## config.mk

```make
export PLATFORM = sky130hd
export DESIGN_NAME = tx_alarm_signal_loss_status
export DESIGN_NICKNAME = d
export VERILOG_FILES = /design/src/rtl/tx_alarm_pkg.sv /design/src/rtl/tx_alarm_signal_loss_status.sv
export SDC_FILE = /design/constraint.sdc
export NUM_CORES = 1
export LEC_CHECK = 0
export BUFFER_PORTS_ARGS = -buffer_cell sky130_fd_sc_hd__buf_2
export CAP_MARGIN = 20
export CORE_ASPECT_RATIO = 0.75
export CORE_UTILIZATION = 35
export CTS_CLUSTER_DIAMETER = 50
export DETAILED_ROUTE_END_ITERATION = 10
export HOLD_SLACK_MARGIN = 0.02
export MAX_ROUTING_LAYER = met4
export PLACE_DENSITY = 0.63
export SLEW_MARGIN = 20
export SYNTH_ARGS = -nofsm -noshare
export SYNTH_HDL_FRONTEND = slang
export SYNTH_SLANG_ARGS = --single-unit
```

## constraint.sdc

```tcl
create_clock -name mclk -period 4.6 [get_ports mclk]
set_input_delay 0.92 -clock mclk [delete_from_list [all_inputs] [get_ports mclk]]
set_output_delay 0.92 -clock mclk [all_outputs]
set_load 0.02 [all_outputs]
```

## src/rtl/tx_alarm_pkg.sv

```systemverilog
// tx_alarm_pkg: register offsets, field positions, reset values and
// detection constants for the transmit alarm and signal-loss block.
// assumes a byte-wide register port inside the device, one clock domain.
package tx_alarm_pkg;

  // register offsets on the internal register port
  localparam logic [7:0] ADDR_ALARM_SUMMARY = 8'h89;
  localparam logic [7:0] ADDR_ABSENT_CONTROL = 8'h8a;
  localparam logic [7:0] ADDR_ABSENT_STATE = 8'h8b;

  // alarm summary field positions
  localparam int SUM_REFCLK = 6;
  localparam int SUM_ABSENT = 5;
  localparam int SUM_LOCK = 4;
  localparam int SUM_BUFFER = 3;
  localparam int SUM_PAT_ERR = 2;
  localparam int SUM_PAT_SYNC = 1;
  localparam int SUM_QUALITY = 0;

  // signal-absent control field positions and reset value
  localparam int CTL_QUALITY_EN = 3;
  localparam int CTL_MODE_LSB = 1;
  localparam logic [7:0] CTL_RESET = 8'h0e;
  localparam logic [7:0] CTL_WRITE_MASK = 8'h0e;

  // signal-absent state field positions and reset value
  localparam int ST_QUALITY = 4;
  localparam int ST_POLARITY = 3;
  localparam int ST_RUN = 2;
  localparam int ST_ABSENT = 0;
  localparam logic [7:0] ST_RESET = 8'h00;

  // run-length detection modes
  localparam logic [1:0] MODE_OFF = 2'h0;
  localparam logic [1:0] MODE_ZEROS = 2'h1;

  // run-length arithmetic: assert = (limit*5+2)*1024 bits,
  // clear = limit*16+1 good fields of 1024 bits
  localparam int RUN_ASSERT_MUL = 5;
  localparam int RUN_ASSERT_ADD = 2;
  localparam int FIELD_BITS = 1024;
  localparam int RUN_CLEAR_MUL = 16;
  localparam int RUN_CLEAR_ADD = 1;
  localparam int RUN_CNT_W = 21;
  localparam int FIELD_CNT_W = 10;
  localparam int GOOD_CNT_W = 12;

  // quality release default value of the external limit register
  localparam logic [5:0] QUALITY_RELEASE_DEFAULT = 6'h08;

  // cycles the buffer error stays visible before auto recovery clears it
  localparam int BUFFER_RECOVER_CYCLES = 16;

endpackage

```

## src/rtl/tx_alarm_signal_loss_status.sv

```systemverilog
// tx_alarm_signal_loss_status: transmit alarm summary, signal-absent
// control and signal-absent state registers with their detectors.
// assumes analogue status levels arrive asynchronously, while the
// sampled data stream, counters and limit registers share mclk.
//
// Summary of operation
// - bit 6 shows reference clock missing
// - bit 5 shows overall signal loss
// - bit 4 shows transmit loop unlocked
// - bit 3 flags buffer overflow or underflow
// - auto recover clears buffer error flag itself
// - bit 2 set when error count reaches limit
// - bit 1 zero while checker disabled
// - enabled checker losing alignment sets bit 1
// - bit 0 set when quality meets threshold
// - control bit 3 routes quality alarm to loss
// - mode 00 off, 01 zeros, 1x both
// - control register resets to 0000 1110
// - state bit 4 high when quality below limits
// - lock loss forces quality state bit low
// - state bit 3 holds last run polarity
// - state bit 2 shows run detection state
// - state bit 0 overall loss, resets zero
// - assert after (limit*5+2)*1024 identical bits
// - clear after limit*16+1 good 1024-bit fields
// - quality alarm releases at release limit
`timescale 1ns/10ps

module tx_alarm_signal_loss_status
  import tx_alarm_pkg::*;
#(
  parameter int RECOVER_CYCLES = BUFFER_RECOVER_CYCLES // buffer error hold
)
(
  input wire logic mclk, // 20 MHz device clock
  input wire logic sys_rst, // synchronous reset, active high
  input wire logic [7:0] reg_addr, // register address
  input wire logic [7:0] reg_wdata, // register write data
  input wire logic reg_wr, // write strobe, one cycle
  input wire logic reg_rd, // read strobe, one cycle
  output logic [7:0] reg_rdata, // read data, registered
  output logic reg_rd_valid, // read data valid pulse
  input wire logic refclk_coarse_dev, // async: refclk far off frequency
  input wire logic tx_input_lost, // async: analogue input loss
  input wire logic pll_unlocked, // async: transmit loop lost lock
  input wire logic pattern_sync_lost, // async: checker out of alignment
  input wire logic buffer_overflow, // elastic buffer overflow pulse
  input wire logic buffer_underflow, // elastic buffer underflow pulse
  input wire logic buffer_auto_recover, // auto recovery enable level
  input wire logic buffer_reset, // manual buffer reset level
  input wire logic pattern_checker_en, // pattern checker enabled
  input wire logic [7:0] pattern_error_count, // checker error count
  input wire logic [7:0] pattern_error_limit, // programmed error limit
  input wire logic [5:0] quality_measure, // eye opening measurement
  input wire logic [5:0] quality_assert_limit, // quality assert limit
  input wire logic [5:0] quality_release_limit, // quality release limit
  input wire logic [7:0] run_assert_limit, // run length assert limit
  input wire logic [7:0] run_clear_limit, // run length clear limit
  input wire logic data_bit, // sampled transmit data bit
  input wire logic data_strobe, // data_bit is valid this cycle
  output logic signal_absent_flag // overall signal loss, registered
);

  // ---------------- async input synchronisers ----------------
  localparam int NSYNC = 4;
  logic [NSYNC-1:0] async_in; // raw asynchronous levels
  logic [NSYNC-1:0] sync_meta; // first stage, read only by second
  logic [NSYNC-1:0] sync_out; // second stage, safe to use

  assign async_in = {pattern_sync_lost, pll_unlocked, tx_input_lost,
                     refclk_coarse_dev};

  // two flops per level; nothing but the second flop reads the first
  // only levels that stand for a few cycles are seen; short glitches
  // on these pins may be lost, which suits slow analogue detectors
  genvar gi;
  generate
    for (gi = 0; gi < NSYNC; gi = gi + 1)
    begin : g_sync
      always_ff @(posedge mclk)
      begin
        if (sys_rst)
        begin
          sync_meta[gi] <= 1'b0;
          sync_out[gi] <= 1'b0;
        end
        else
        begin
          sync_meta[gi] <= async_in[gi];
          sync_out[gi] <= sync_meta[gi];
        end
      end
    end
  endgenerate

  wire refclk_missing_flag = sync_out[0];
  wire input_lost_s = sync_out[1]; // analogue loss, synced
  wire lock_lost_flag = sync_out[2];
  wire sync_lost_s = sync_out[3]; // checker alignment loss, synced

  // ---------------- control register ----------------
  logic [7:0] ctl; // signal-absent control, bits 3:1 writable
  wire quality_absent_enable = ctl[CTL_QUALITY_EN];
  wire [1:0] run_length_detect_mode = ctl[CTL_MODE_LSB +: 2];

  // mode and enable decode straight from the stored control bits
  // decode helper, used by write and read paths
  function automatic logic hit(input logic [7:0] a, input logic [7:0] r);
    hit = (a == r);
  endfunction

  wire ctl_wr = reg_wr & hit(reg_addr, ADDR_ABSENT_CONTROL);

  // reserved bits masked so they always read zero
  always_ff @(posedge mclk)
  begin
    if (sys_rst)
      ctl <= CTL_RESET;
    else if (ctl_wr)
      ctl <= reg_wdata & CTL_WRITE_MASK;
  end

  // ---------------- buffer error flag ----------------
  logic buffer_error_flag; // sticky overflow/underflow alarm
  logic [7:0] recover_cnt; // cycles since the last buffer event
  // the hold counter restarts on every event, so a burst keeps it up
  wire buffer_event = buffer_overflow | buffer_underflow;
  wire recover_done = buffer_auto_recover &&
                      (recover_cnt >= 8'(RECOVER_CYCLES - 1));
  // a new event wins over any clear in the same cycle
  wire next_buffer_error = buffer_event |
                           (buffer_error_flag & ~buffer_reset &
                            ~recover_done);

  always_ff @(posedge mclk)
  begin
    if (sys_rst)
    begin
      buffer_error_flag <= 1'b0;
      recover_cnt <= 8'h00;
    end
    else
    begin
      buffer_error_flag <= next_buffer_error;
      if (buffer_event || !buffer_error_flag)
        recover_cnt <= 8'h00;
      else if (!recover_done)
        recover_cnt <= recover_cnt + 8'h01;
    end
  end

  // ---------------- pattern checker alarms ----------------
  // live comparisons; a zero limit means the alarm is up at once
  wire pattern_error_limit_flag =
    pattern_error_count >= pattern_error_limit;
  wire pattern_sync_lost_flag =
    pattern_checker_en & sync_lost_s;

  // ---------------- quality alarm with hysteresis ----------------
  // limits come from outside registers and are used as plain levels
  logic quality_alarm_flag; // eye too small
  wire quality_hit = quality_measure <= quality_assert_limit;
  wire quality_release = quality_measure >= quality_release_limit;
  wire next_quality_alarm = quality_hit |
                            (quality_alarm_flag & ~quality_release);

  // gap between the two limits keeps the alarm from chattering
  always_ff @(posedge mclk)
  begin
    if (sys_rst)
      quality_alarm_flag <= 1'b0;
    else
      quality_alarm_flag <= next_quality_alarm;
  end

  wire quality_below = (quality_measure < quality_assert_limit) &&
                       (quality_measure < quality_release_limit);
  wire quality_absent_state =
    quality_below & ~lock_lost_flag;

  // ---------------- run-length detector ----------------
  logic run_length_absent_state; // digital loss active
  logic run_polarity_last; // polarity of the triggering run
  logic prev_bit; // previous data bit
  logic [RUN_CNT_W-1:0] run_cnt; // length of current identical run
  logic [FIELD_CNT_W-1:0] field_cnt; // bit position in 1024-bit field
  logic field_toggle; // transition seen in the current field
  logic [GOOD_CNT_W-1:0] good_cnt; // consecutive good fields

  wire [RUN_CNT_W-1:0] run_target =
    RUN_CNT_W'(({13'h0000, run_assert_limit} * 21'(RUN_ASSERT_MUL) +
                21'(RUN_ASSERT_ADD)) * 21'(FIELD_BITS));
  wire [GOOD_CNT_W-1:0] good_target =
    GOOD_CNT_W'({4'h0, run_clear_limit} * 12'(RUN_CLEAR_MUL) +
                12'(RUN_CLEAR_ADD));

  wire same_bit = (data_bit == prev_bit);
  // the run counter saturates so a very long run cannot wrap short
  wire [RUN_CNT_W-1:0] next_run_cnt =
    !same_bit ? RUN_CNT_W'(1) :
    (run_cnt == {RUN_CNT_W{1'b1}}) ? run_cnt : run_cnt + RUN_CNT_W'(1);
  // zeros-only mode ignores runs of ones
  wire run_qualifies = (run_length_detect_mode != MODE_OFF) &&
                       ((run_length_detect_mode != MODE_ZEROS) ||
                        !data_bit);
  wire run_fire = data_strobe & run_qualifies &
                  (next_run_cnt >= run_target);
  // fields free-run from reset; they are not aligned to any run
  wire field_end = data_strobe &&
                   (field_cnt == FIELD_CNT_W'(FIELD_BITS - 1));
  wire field_good = field_toggle | (data_strobe & ~same_bit);
  wire [GOOD_CNT_W-1:0] next_good_cnt =
    !field_good ? '0 :
    (good_cnt == {GOOD_CNT_W{1'b1}}) ? good_cnt :
    good_cnt + GOOD_CNT_W'(1);
  wire run_clear = field_end & field_good & (next_good_cnt >= good_target);

  // bit counters only move on strobes so idle cycles do not count
  always_ff @(posedge mclk)
  begin
    if (sys_rst)
    begin
      prev_bit <= 1'b0;
      run_cnt <= '0;
      field_cnt <= '0;
      field_toggle <= 1'b0;
      good_cnt <= '0;
    end
    else if (data_strobe)
    begin
      prev_bit <= data_bit;
      run_cnt <= next_run_cnt;
      // wraps at the field length, which is a power of two
      field_cnt <= field_cnt + FIELD_CNT_W'(1);
      field_toggle <= field_end ? 1'b0 : field_good;
      if (field_end)
        good_cnt <= next_good_cnt;
    end
  end

  // detection state; a fresh trigger wins over a clear
  always_ff @(posedge mclk)
  begin
    if (sys_rst)
    begin
      run_length_absent_state <= 1'b0;
      run_polarity_last <= 1'b0;
    end
    else if (run_length_detect_mode == MODE_OFF)
      run_length_absent_state <= 1'b0;
    else if (run_fire)
    begin
      run_length_absent_state <= 1'b1;
      run_polarity_last <= data_bit;
    end
    else if (run_clear)
      run_length_absent_state <= 1'b0;
  end

  // ---------------- overall signal loss ----------------
  // three sources share one flag; run length and quality keep their own status bits,
  // but input loss has no bit of its own apart from the shared flag
  wire next_absent = input_lost_s | run_length_absent_state |
                     (quality_absent_enable &
                      quality_alarm_flag);

  always_ff @(posedge mclk)
  begin
    if (sys_rst)
      signal_absent_flag <= 1'b0;
    else
      signal_absent_flag <= next_absent;
  end

  // ---------------- read path ----------------
  wire [7:0] summary_word = {1'b0, refclk_missing_flag, signal_absent_flag,
                             lock_lost_flag, buffer_error_flag,
                             pattern_error_limit_flag,
                             pattern_sync_lost_flag, quality_alarm_flag};
  wire [7:0] state_word = {3'h0, quality_absent_state, run_polarity_last,
                           run_length_absent_state, 1'b0,
                           signal_absent_flag};
  // unmapped addresses read zero
  wire [7:0] read_mux =
    hit(reg_addr, ADDR_ALARM_SUMMARY) ? summary_word :
    hit(reg_addr, ADDR_ABSENT_CONTROL) ? ctl :
    hit(reg_addr, ADDR_ABSENT_STATE) ? state_word : 8'h00;

  // the word is captured once per strobe, so software sees a coherent
  // snapshot of every bit taken at the same edge
  // reads only sample; no flag changes on a read
  always_ff @(posedge mclk)
  begin
    if (sys_rst)
    begin
      reg_rdata <= 8'h00;
      reg_rd_valid <= 1'b0;
    end
    else
    begin
      reg_rd_valid <= reg_rd;
      if (reg_rd)
        reg_rdata <= read_mux;
    end
  end

endmodule

```

# Word level (Yosys, flattened, before mapping)
# Index checks and enable logic that the tools add are counted.
# totals
word_cells	94
register_bits	78
inputBits	81
# op_classes
n_mux	10
n_eq_ne	8
mul	1
n_addsub	6
bitwise	24
magnitude_cmp	8
reduce_logical	15
# ops
op	n
2-to-1 mux 21 bit	2
adder 12 x 1 -> 12 bit (second input constant)	2
equality test 8 bit (second input constant)	3
2-to-1 mux 12 bit	2
adder 21 x 1 -> 21 bit (second input constant)	1
equality test 21 bit (second input constant)	1
greater-or-equal comparator 21 bit	1
AND 1 bit	12
equality test 12 bit (second input constant)	1
greater-or-equal comparator 12 bit	1
< comparator 6 bit	2
adder 11 x 2 -> 11 bit (second input constant)	1
multiplier 8 x 3 -> 11 bit (second input constant)	1
adder 10 x 1 -> 10 bit (second input constant)	1
equality test 10 bit (second input constant)	1
2-to-1 mux 5 bit	2
adder 8 x 1 -> 8 bit (second input constant)	1
greater-or-equal comparator 8 x 4 -> 1 bit (second input constant)	1
greater-or-equal comparator 8 bit	1
2-to-1 mux 7 bit	1
greater-or-equal comparator 6 bit	1
less-or-equal comparator 6 bit	1
inverter 1 bit	6
OR 1 bit	6
10 further kinds	20

# Depth between registers and ports, before layout
# Gate-level depths: netlist of run 1.
# depth
word_depth	9
ltp_mapped	18
ltp_nobuf	18

# Worst setup path before layout of run 1
# OpenSTA, ideal clock, no wires.
# synth_timing
kind	input to register
start	in run_assert_limit[1]
end	reg run_polarity_last
setup_ns	0.124
setup_slack_ns	0.529
arrival_time_ns	3.947
path_stages	16
t_required_ns	4.476
cell_sequence	ha_1 -> ha_1 -> o211a_1 -> o21a_1 -> o21a_1 -> o21ai_0 -> a21oi_1 -> o21ai_0 -> ha_1 -> and4_1 -> nand4_1 -> a2111oi_4 -> nand4_1 -> a2111oi_4 -> a31oi_2 -> mux2i_1
# synth_via
elab_chain_len	5
# synth_rtl
item	line_no	rtl
start, declared	tx_alarm_signal_loss_status.sv:57	input wire logic [7:0] run_assert_limit,
multiplier 8 x 3 -> 11 bit	tx_alarm_signal_loss_status.sv:191	RUN_CNT_W'(({13'h0000, run_assert_limit} * 21'(RUN_ASSERT_MUL) +
adder 11 x 2 -> 11 bit	tx_alarm_signal_loss_status.sv:191	
greater-or-equal comparator 21 bit	tx_alarm_signal_loss_status.sv:207	(next_run_cnt >= run_target);
AND 1 bit	tx_alarm_signal_loss_status.sv:206	wire run_fire = data_strobe & run_qualifies &
AND reduction 2 bit (no line)	--	
end signal, assigned	tx_alarm_signal_loss_status.sv:254	run_polarity_last <= data_bit;
end, declared	tx_alarm_signal_loss_status.sv:183	logic run_polarity_last;
# Every way passes these cells.
# A chain may end at the register's enable or synchronous reset.

# Worst setup path after layout of run 1
# Ends and elaborated chain as after synthesis.

==> metrics, run 1 <==
adder-cell share of the synthesized area 13.58%; Num CTS Buffers 9; Post-Layout Cell Count 935; die span in y 109.0 µm; Die W 144.7 µm; Final ANT Viol Nets 0; P_int 1.209 mW; Fmax achieved 236.1 MHz; Arrival @ worst endpoint 4500 ps; max_cap viols 0; GRT Total Usage 16.56%; ranking of synthesized cells by area dfxtp_1 (29%), ha_1 (14%), nor2_1 (6.0%); final WL 11950 µm; area delta synth->final 17.03%; final HPWL from detailed placement 9095 µm; routed vias/inst 4.930; wire per inst 12.78 µm; yosys warns 0; proportion of synthesized area in mux cells 3.208%; Root Buffer Master clkbuf_16; drt first-iter violations 261; RSZ-0062 raised after global routing false; register area share after synthesis 28.85%; Logic pwr share 14.4%; initial antenna violation count 0; # diodes 0; Synth Cell Area 0.005343 mm²; Least-Margin Pin Slew 782.5 ps; Post-CTS Resized 0; peak supply drop 0.0002009 V; minimum hold slack 435.8 ps; Critical-path top delay cell a2111oi_0; top-level port count 91; Top delay family on crit path compound AO/OA/AOI/OAI gates; clk slew on worst S/H paths 60 ps; CTS Hold Buffers Added 0; input/output buffers 84; Cell Pwr Density 260.8 mW/mm²; nets 869; largest net degree at the start of global routing 43; Row Count 38; Min-Delay Path Class reg -> reg; Setup violations, final 0; outcome completed; crit-path max cell delay 480 ps; Mapped Cells 652; vias 4610; clock share of power 43.6%; CTS sink cnt 77; final critical-path required period 4235 ps; Seq cells post-synth 77; Longest Clk Path Bufs 2; critical-path cell list buf_2, ha_1, ha_1, o211a_1, o21a_1, o21a_1, o21ai_0, buf_4, nand2b_1, a21oi_1, xor2_1, ha_1, nand2_1, nor2_1, a2111oi_0, a21oi_1, a31oi_2, mux2i_1; Synth async-reset ratio 0%; DRC 0; share of layout cells above drive strength 1 18.23%; Final Slew Violations 0; switching share of power 25.89%; Post-synth EDFFs 0; Synth Area per Inst 8.194 µm²; Yosys cell types 70; Synth Area in Simple Gates 27.05%; Syn Nets 791; commonest non-fill, non-tap cell in the layout nor2_1; Reg power frac 42.0%; CTS tree built; largest family of logic cells by synthesized area simple AND/OR/NAND/NOR gates; first-pass GRT wire length 20160 µm; Main synth FF type dfxtp_1; CP Buf/Inv Count 2; post-synthesis compound-gate area fraction 16.18%; Worst EP required 4860 ps; CP endpoint kind register; CP startpoint kind input port; Yosys top cell by area dfxtp_1; GP Congestion 0.8400; most frequent cells in the layout nor2_1 (86), buf_2 (84), dfxtp_1 (77), ha_1 (58), a21oi_1 (46); LEAKAGE 2.733 nW; Slew headroom 47.84%; period utilisation layout 92.06%; xor/xnor share of the synthesized area 6.206%; final count of hold timing violations 0; NetSw 422.3 µW; Die ar. 0.01577 mm²; post-route setup TNS 0 ps; total setup buffers inserted after CTS 0; Setup Skew 7.131 ps; most frequent CP cell ha_1; H-tree depth 3; Core Footprint 0.01469 mm²; worst-path maximum fanout 4; area share of the largest cell type after synthesis 28.85%; drt pass-1 iters 4; Worst-Skew Late Latency 330 ps; vias in the first global route 4286; GRT overflow 0; Placed Cells 919; starting density of the core 36.37%; Critical Setup Path Class in -> reg
==> per-stage QoR <==
stage / area (µm²) / power, mW / util, % / worst slack (ps)
floorplan: 5343 / 0.8544 / - / 529.2
global placement: 5953 / 0.9329 / 40.52 / 125.6
detailed placement: 5953 / 0.9344 / 40.52 / 57.35
CTS: 6252 / 1.655 / 42.56 / 379.5
global route: 6252 / 1.718 / 42.56 / 30.48
finish: 6252 / 1.631 / 42.56 / 365.4
==> layer usage <==
layer	routed length, µm	share of wire, %	GRT usage (%)
met3	516	4.3	3.382
met2	4835	40	23.83
met4	65	0.54	3.383
met1	6530	55	23.66
met5	0	0	-
==> final timing paths <==
| check | start | to | slack, ps | cells past startpoint |
|---|---|---|---|---|
| setup / recovery | run_assert_limit[1] | run_polarity_last | 370 | 18 |
| hold / removal | sync_meta[3] | sync_lost_s | 440 | 1 |
| setup reg to reg | run_cnt[0] | run_polarity_last | 760 | 14 |
| hold reg to reg | sync_meta[3] | sync_lost_s | 440 | 1 |
==> cell type report <==
cell class | count | area (µm²)
fill | 1473 | 8439
multi-input combinational | 512 | 3542
sequential | 77 | 1541
timing repair buffer | 91 | 473.0
tap | 200 | 250.2
clock buffer | 10 | 229.0
inverter | 39 | 146.4
clock inverter | 6 | 70.07
==> Yosys cell counts (2+ instances only) <==
master and n:
and4_4 2, a21oi_1 46, dfxtp_1 77, nor2_1 86
a2111oi_4 2, a22oi_1 5, o32ai_1 4, a31oi_1 4
clkbuf_1 15, ha_1 58, a211oi_1 8, nand3_1 24
nor4_1 6, o21ai_0 27, nand2_1 43, inv_1 38
nand4_1 15, nand2b_1 10, a21o_1 10, a211o_1 3
nor2b_1 19, nor3b_1 3, xor2_1 20, and3_1 9
or3_1 5, xnor2_1 16, nand3b_1 4, nor4b_2 2
o21a_1 3, nor3_1 18, or2_2 4, buf_4 5
mux2i_1 16, o211a_1 2, and4_1 4, and2_1 3
buf_2 3
==> flip-flops by register name, indices dropped and copies added (netlist names) <==
register                 flops
prev_bit                     1
sync_meta                    4
quality_alarm_flag           1
run_cnt                     21
reg_rdata                    7
signal_absent_flag           1
field_toggle                 1
refclk_missing_flag          1
field_cnt                   10
buffer_error_flag            1
good_cnt                    12
ctl                          3
lock_lost_flag               1
input_lost_s                 1
recover_cnt                  8
reg_rd_valid                 1
run_polarity_last            1
run_length_absent_state      1
sync_lost_s                  1
==> power by group through the flow <==
stage / registers, mW / logic (mW) / clock network, mW
finish: 0.686 / 0.234 / 0.711
global route: 0.687 / 0.269 / 0.762
CTS: 0.686 / 0.236 / 0.734
detailed placement: 0.701 / 0.234 / 0
global placement: 0.700 / 0.233 / 0
floorplan: 0.700 / 0.155 / 0
==> kinds of logic (layout without fill, tap and decap cells) <==
group | count (synthesis) | count (layout)
compound gates | 128 | 128
mux | 17 | 17
fa+ha+maj | 58 | 58
simple gates | 271 | 271
other cells | 1 | 1
buf+inv | 63 | 146
xor+xnor | 37 | 37
flops | 77 | 77
Power figures use the tool's default switching activity.
==> inputs of run 2 (changes only) <==
--- a/config.mk
+++ b/config.mk
@@ -5,6 +5,7 @@
 export SDC_FILE = /design/constraint.sdc
 export NUM_CORES = 1
 export LEC_CHECK = 0
+export ABC_AREA = 1
 export BUFFER_PORTS_ARGS = -buffer_cell sky130_fd_sc_hd__buf_2
 export CAP_MARGIN = 20
 export CORE_ASPECT_RATIO = 0.75
==> run 2 against run 1 <==
Against the previous run: hold slack worse by 34 ps; synthesized cell count up 19%; register-to-register slack better by 420 ps; maximum frequency up 8.2%; sequential share of layout area up 0.17 points; critical path depth up 6; area after synthesis down 0.80%; clock power up 5.1%; sequential power up 3.6%; cell count up 13%; die area down 0.78%; critical path type unchanged.
==> metrics, run 2 <==
outcome completed; max reg flops 21; Worst EP required 4830 ps; Synth Cell Area 0.005300 mm²; final critical-path required period 3913 ps; register area share after synthesis 29.08%; switching share of power 26.17%; Fmax achieved 255.5 MHz; Arrival @ worst endpoint 4150 ps; crit-path max cell delay 370 ps; GRT Total Usage 16.26%; Post-CTS Resized 0; Hold Startpoint sync_meta[2]; drt pass-1 iters 5; Longest Clk Path Bufs 2; CTS sink cnt 77; Seq cells post-synth 77; largest net degree at the start of global routing 49; area share of the largest cell type after synthesis 29.08%; Cell Pwr Density 278.4 mW/mm²; placed cell areas 0.005893 mm²; Least-Margin Pin Slew 956.8 ps; Yosys cell types 47; Reg power frac 41.1%; Final Instance Area 0.006208 mm²; drt first-iter violations 265; largest registers run_cnt: 21 flops, good_cnt: 12 flops, field_cnt: 10 flops; vias 4942; Hold Path Stages 2; vias in the first global route 4341; top cells by count, synth nand2_1 (140), inv_1 (117), a21oi_1 (78); yosys warns 0; final HPWL from detailed placement 9168 µm; DRC 0; CP Buf/Inv Count 1; CTS Hold Buffers Added 0; worst-path maximum fanout 4; NetSw 452.4 µW; most frequent CP cell nand2_1; Critical-path top delay cell nor4_1; H-tree depth 3; first-pass GRT wire length 19750 µm; Mapped Cells 773; Min-Delay Path Class reg -> reg; critical-path cell list buf_2, ha_1, ha_1, nand2_1, o21ai_1, nand2_1, nand2_1, nand2_1, nand2_1, a21oi_1, o21bai_1, nand2_1, nand2_1, nand2_1, ha_1, nand4_1, nor4_1, nand2_1, nor2_1, nand3_2, nand2_2, nand3_1, nand2_1, nor2_1; Die ar. 0.01564 mm²; ranking of synthesized cells by area dfxtp_1 (29%), ha_1 (14%), nand2_1 (9.9%); Yosys top cell by area dfxtp_1; CP endpoint kind register; total setup buffers inserted after CTS 0; most numerous cell in the Yosys netlist nand2_1; Slew headroom 36.14%; most frequent cells in the layout nand2_1 (140), inv_1 (117), buf_2 (84), a21oi_1 (78), dfxtp_1 (77); wire per inst 11.09 µm; WHS Endpoint lock_lost_flag; max_cap viols 0; Root Buffer Master clkbuf_16; worst r2r path cells 19; die span in y 108.6 µm; final WL 11710 µm; worst setup path start run_assert_limit[1]; GRT overflow 0; Reg2Reg Setup Slack 1180 ps; Final ANT Viol Nets 0; clk slew on worst S/H paths 60 ps; Syn Nets 912; Final Slew Violations 0; Worst-Skew Late Latency 340 ps; starting density of the core 36.19%; Row Count 38; Critical Setup Path Class in -> reg; area delta synth->final 17.14%; share of layout cells above drive strength 1 15.09%; register with the most flip-flops run_cnt; filler cell count 1549; Synth Area per Inst 6.857 µm²; clock share of power 43.2%; Synth async-reset ratio 0%; worst r2r dst run_polarity_last; final total power 1.728 mW; Post-synth EDFFs 0; Main synth FF type dfxtp_1; P_int 1.276 mW; Num CTS Buffers 9; CTS tree built; CP startpoint kind input port; top-level port count 91; commonest non-fill, non-tap cell in the layout nand2_1; Setup violations, final 0; peak supply drop 0.0001831 V; Setup Skew 11.52 ps; Logic pwr share 15.6%; FF-to-FF Start run_cnt[0]; Core Footprint 0.01464 mm²; LEAKAGE 3.038 nW; RSZ-0062 raised after global routing false; final count of hold timing violations 0; input/output buffers 84; initial antenna violation count 1; post-route setup TNS 0 ps; Top delay family on crit path simple AND/OR/NAND/NOR gates; period utilisation layout 85.07%; Die W 144.1 µm; GP Congestion 0.8117; routed vias/inst 4.680; nets 990
[run 2: changes by cell type in the layout (fill, tap and decap cells not counted), sizes merged, moves of 9 or more]
cell	change
and3	-9
nor2	-11
mux2i	-16
xor2	-9
nor2b	-19
inv	+83
nand2b	-10
nand2	+100
a21o	-10
nand3	+12
o21ai	+40
a21oi	+33
[run 2: worst min-delay path, stage by stage (launching register included)]
cell and delay (ps):
dfxtp_1 290, inv_1 40, nor2_1 30
[run 2: kinds of logic after synthesis]
kind of cell	count (synthesis)	synth area share [%]
flip-flops	77	29.08
XOR/XNOR	23	3.942
AO/OA/AOI/OAI	166	16.74
buffers and inverters	144	10.67
AND/OR/NAND/NOR	304	25.80
other	1	0.07075
adder cells (fa/ha/maj)	58	13.69
[run 2: how the worst max path moves through the flow]
| stage | slack [ps] | cells past startpoint | endpoint |
|---|---|---|---|
| after global routing | 330 | 24 | run_polarity_last |
| after CTS | 660 | 24 | run_polarity_last |
| after detailed placement | 310 | 24 | run_polarity_last |
| final | 690 | 24 | run_polarity_last |
| after floorplan | 1010 | 23 | run_polarity_last |
| after global placement | 360 | 24 | run_polarity_last |
[run 2: power groups by stage]
stage,clock network (mW),logic [mW],registers [mW]
after floorplan,0,0.191,0.722
after global placement,0,0.270,0.725
after detailed placement,0,0.273,0.725
after CTS,0.764,0.274,0.710
after global routing,0.792,0.316,0.713
final,0.747,0.270,0.711
[run 2: area by class of cell]
cell class / instances / area [µm²] / area share, %
Clock inverter: 6 / 87.58 / 1.411
Clock buffer: 9 / 225.2 / 3.628
Timing Repair Buffer: 87 / 442.9 / 7.134
Tap cell: 200 / 250.2 / 4.031
Antenna cell: 1 / 2.502 / 0.04031
Sequential cell: 77 / 1541 / 24.83
Multi-Input combinational cell: 552 / 3193 / 51.43
Inverter: 124 / 465.4 / 7.497
[run 2: layer usage]
metal | GRT usage [%] | part of all wire, % | vias up
met5 | - | 0 | -
met2 | 22.15 | 37 | 102
met3 | 3.543 | 5.3 | 11
li1 | - | - | 2712
met4 | 3.723 | 0.99 | 0
met1 | 23.86 | 57 | 2117
[run 2: per-stage QoR]
step	hold slack, ps	worst slack, ps	instances	util, %
finish	401.4	686.8	1056	42.40
global route	413.5	333.3	1056	42.40
CTS	404.2	664.1	1055	42.38
detailed placement	394.9	306.1	1040	40.24
global placement	393.1	361.4	1040	40.24
floorplan	388.3	1008	773	-
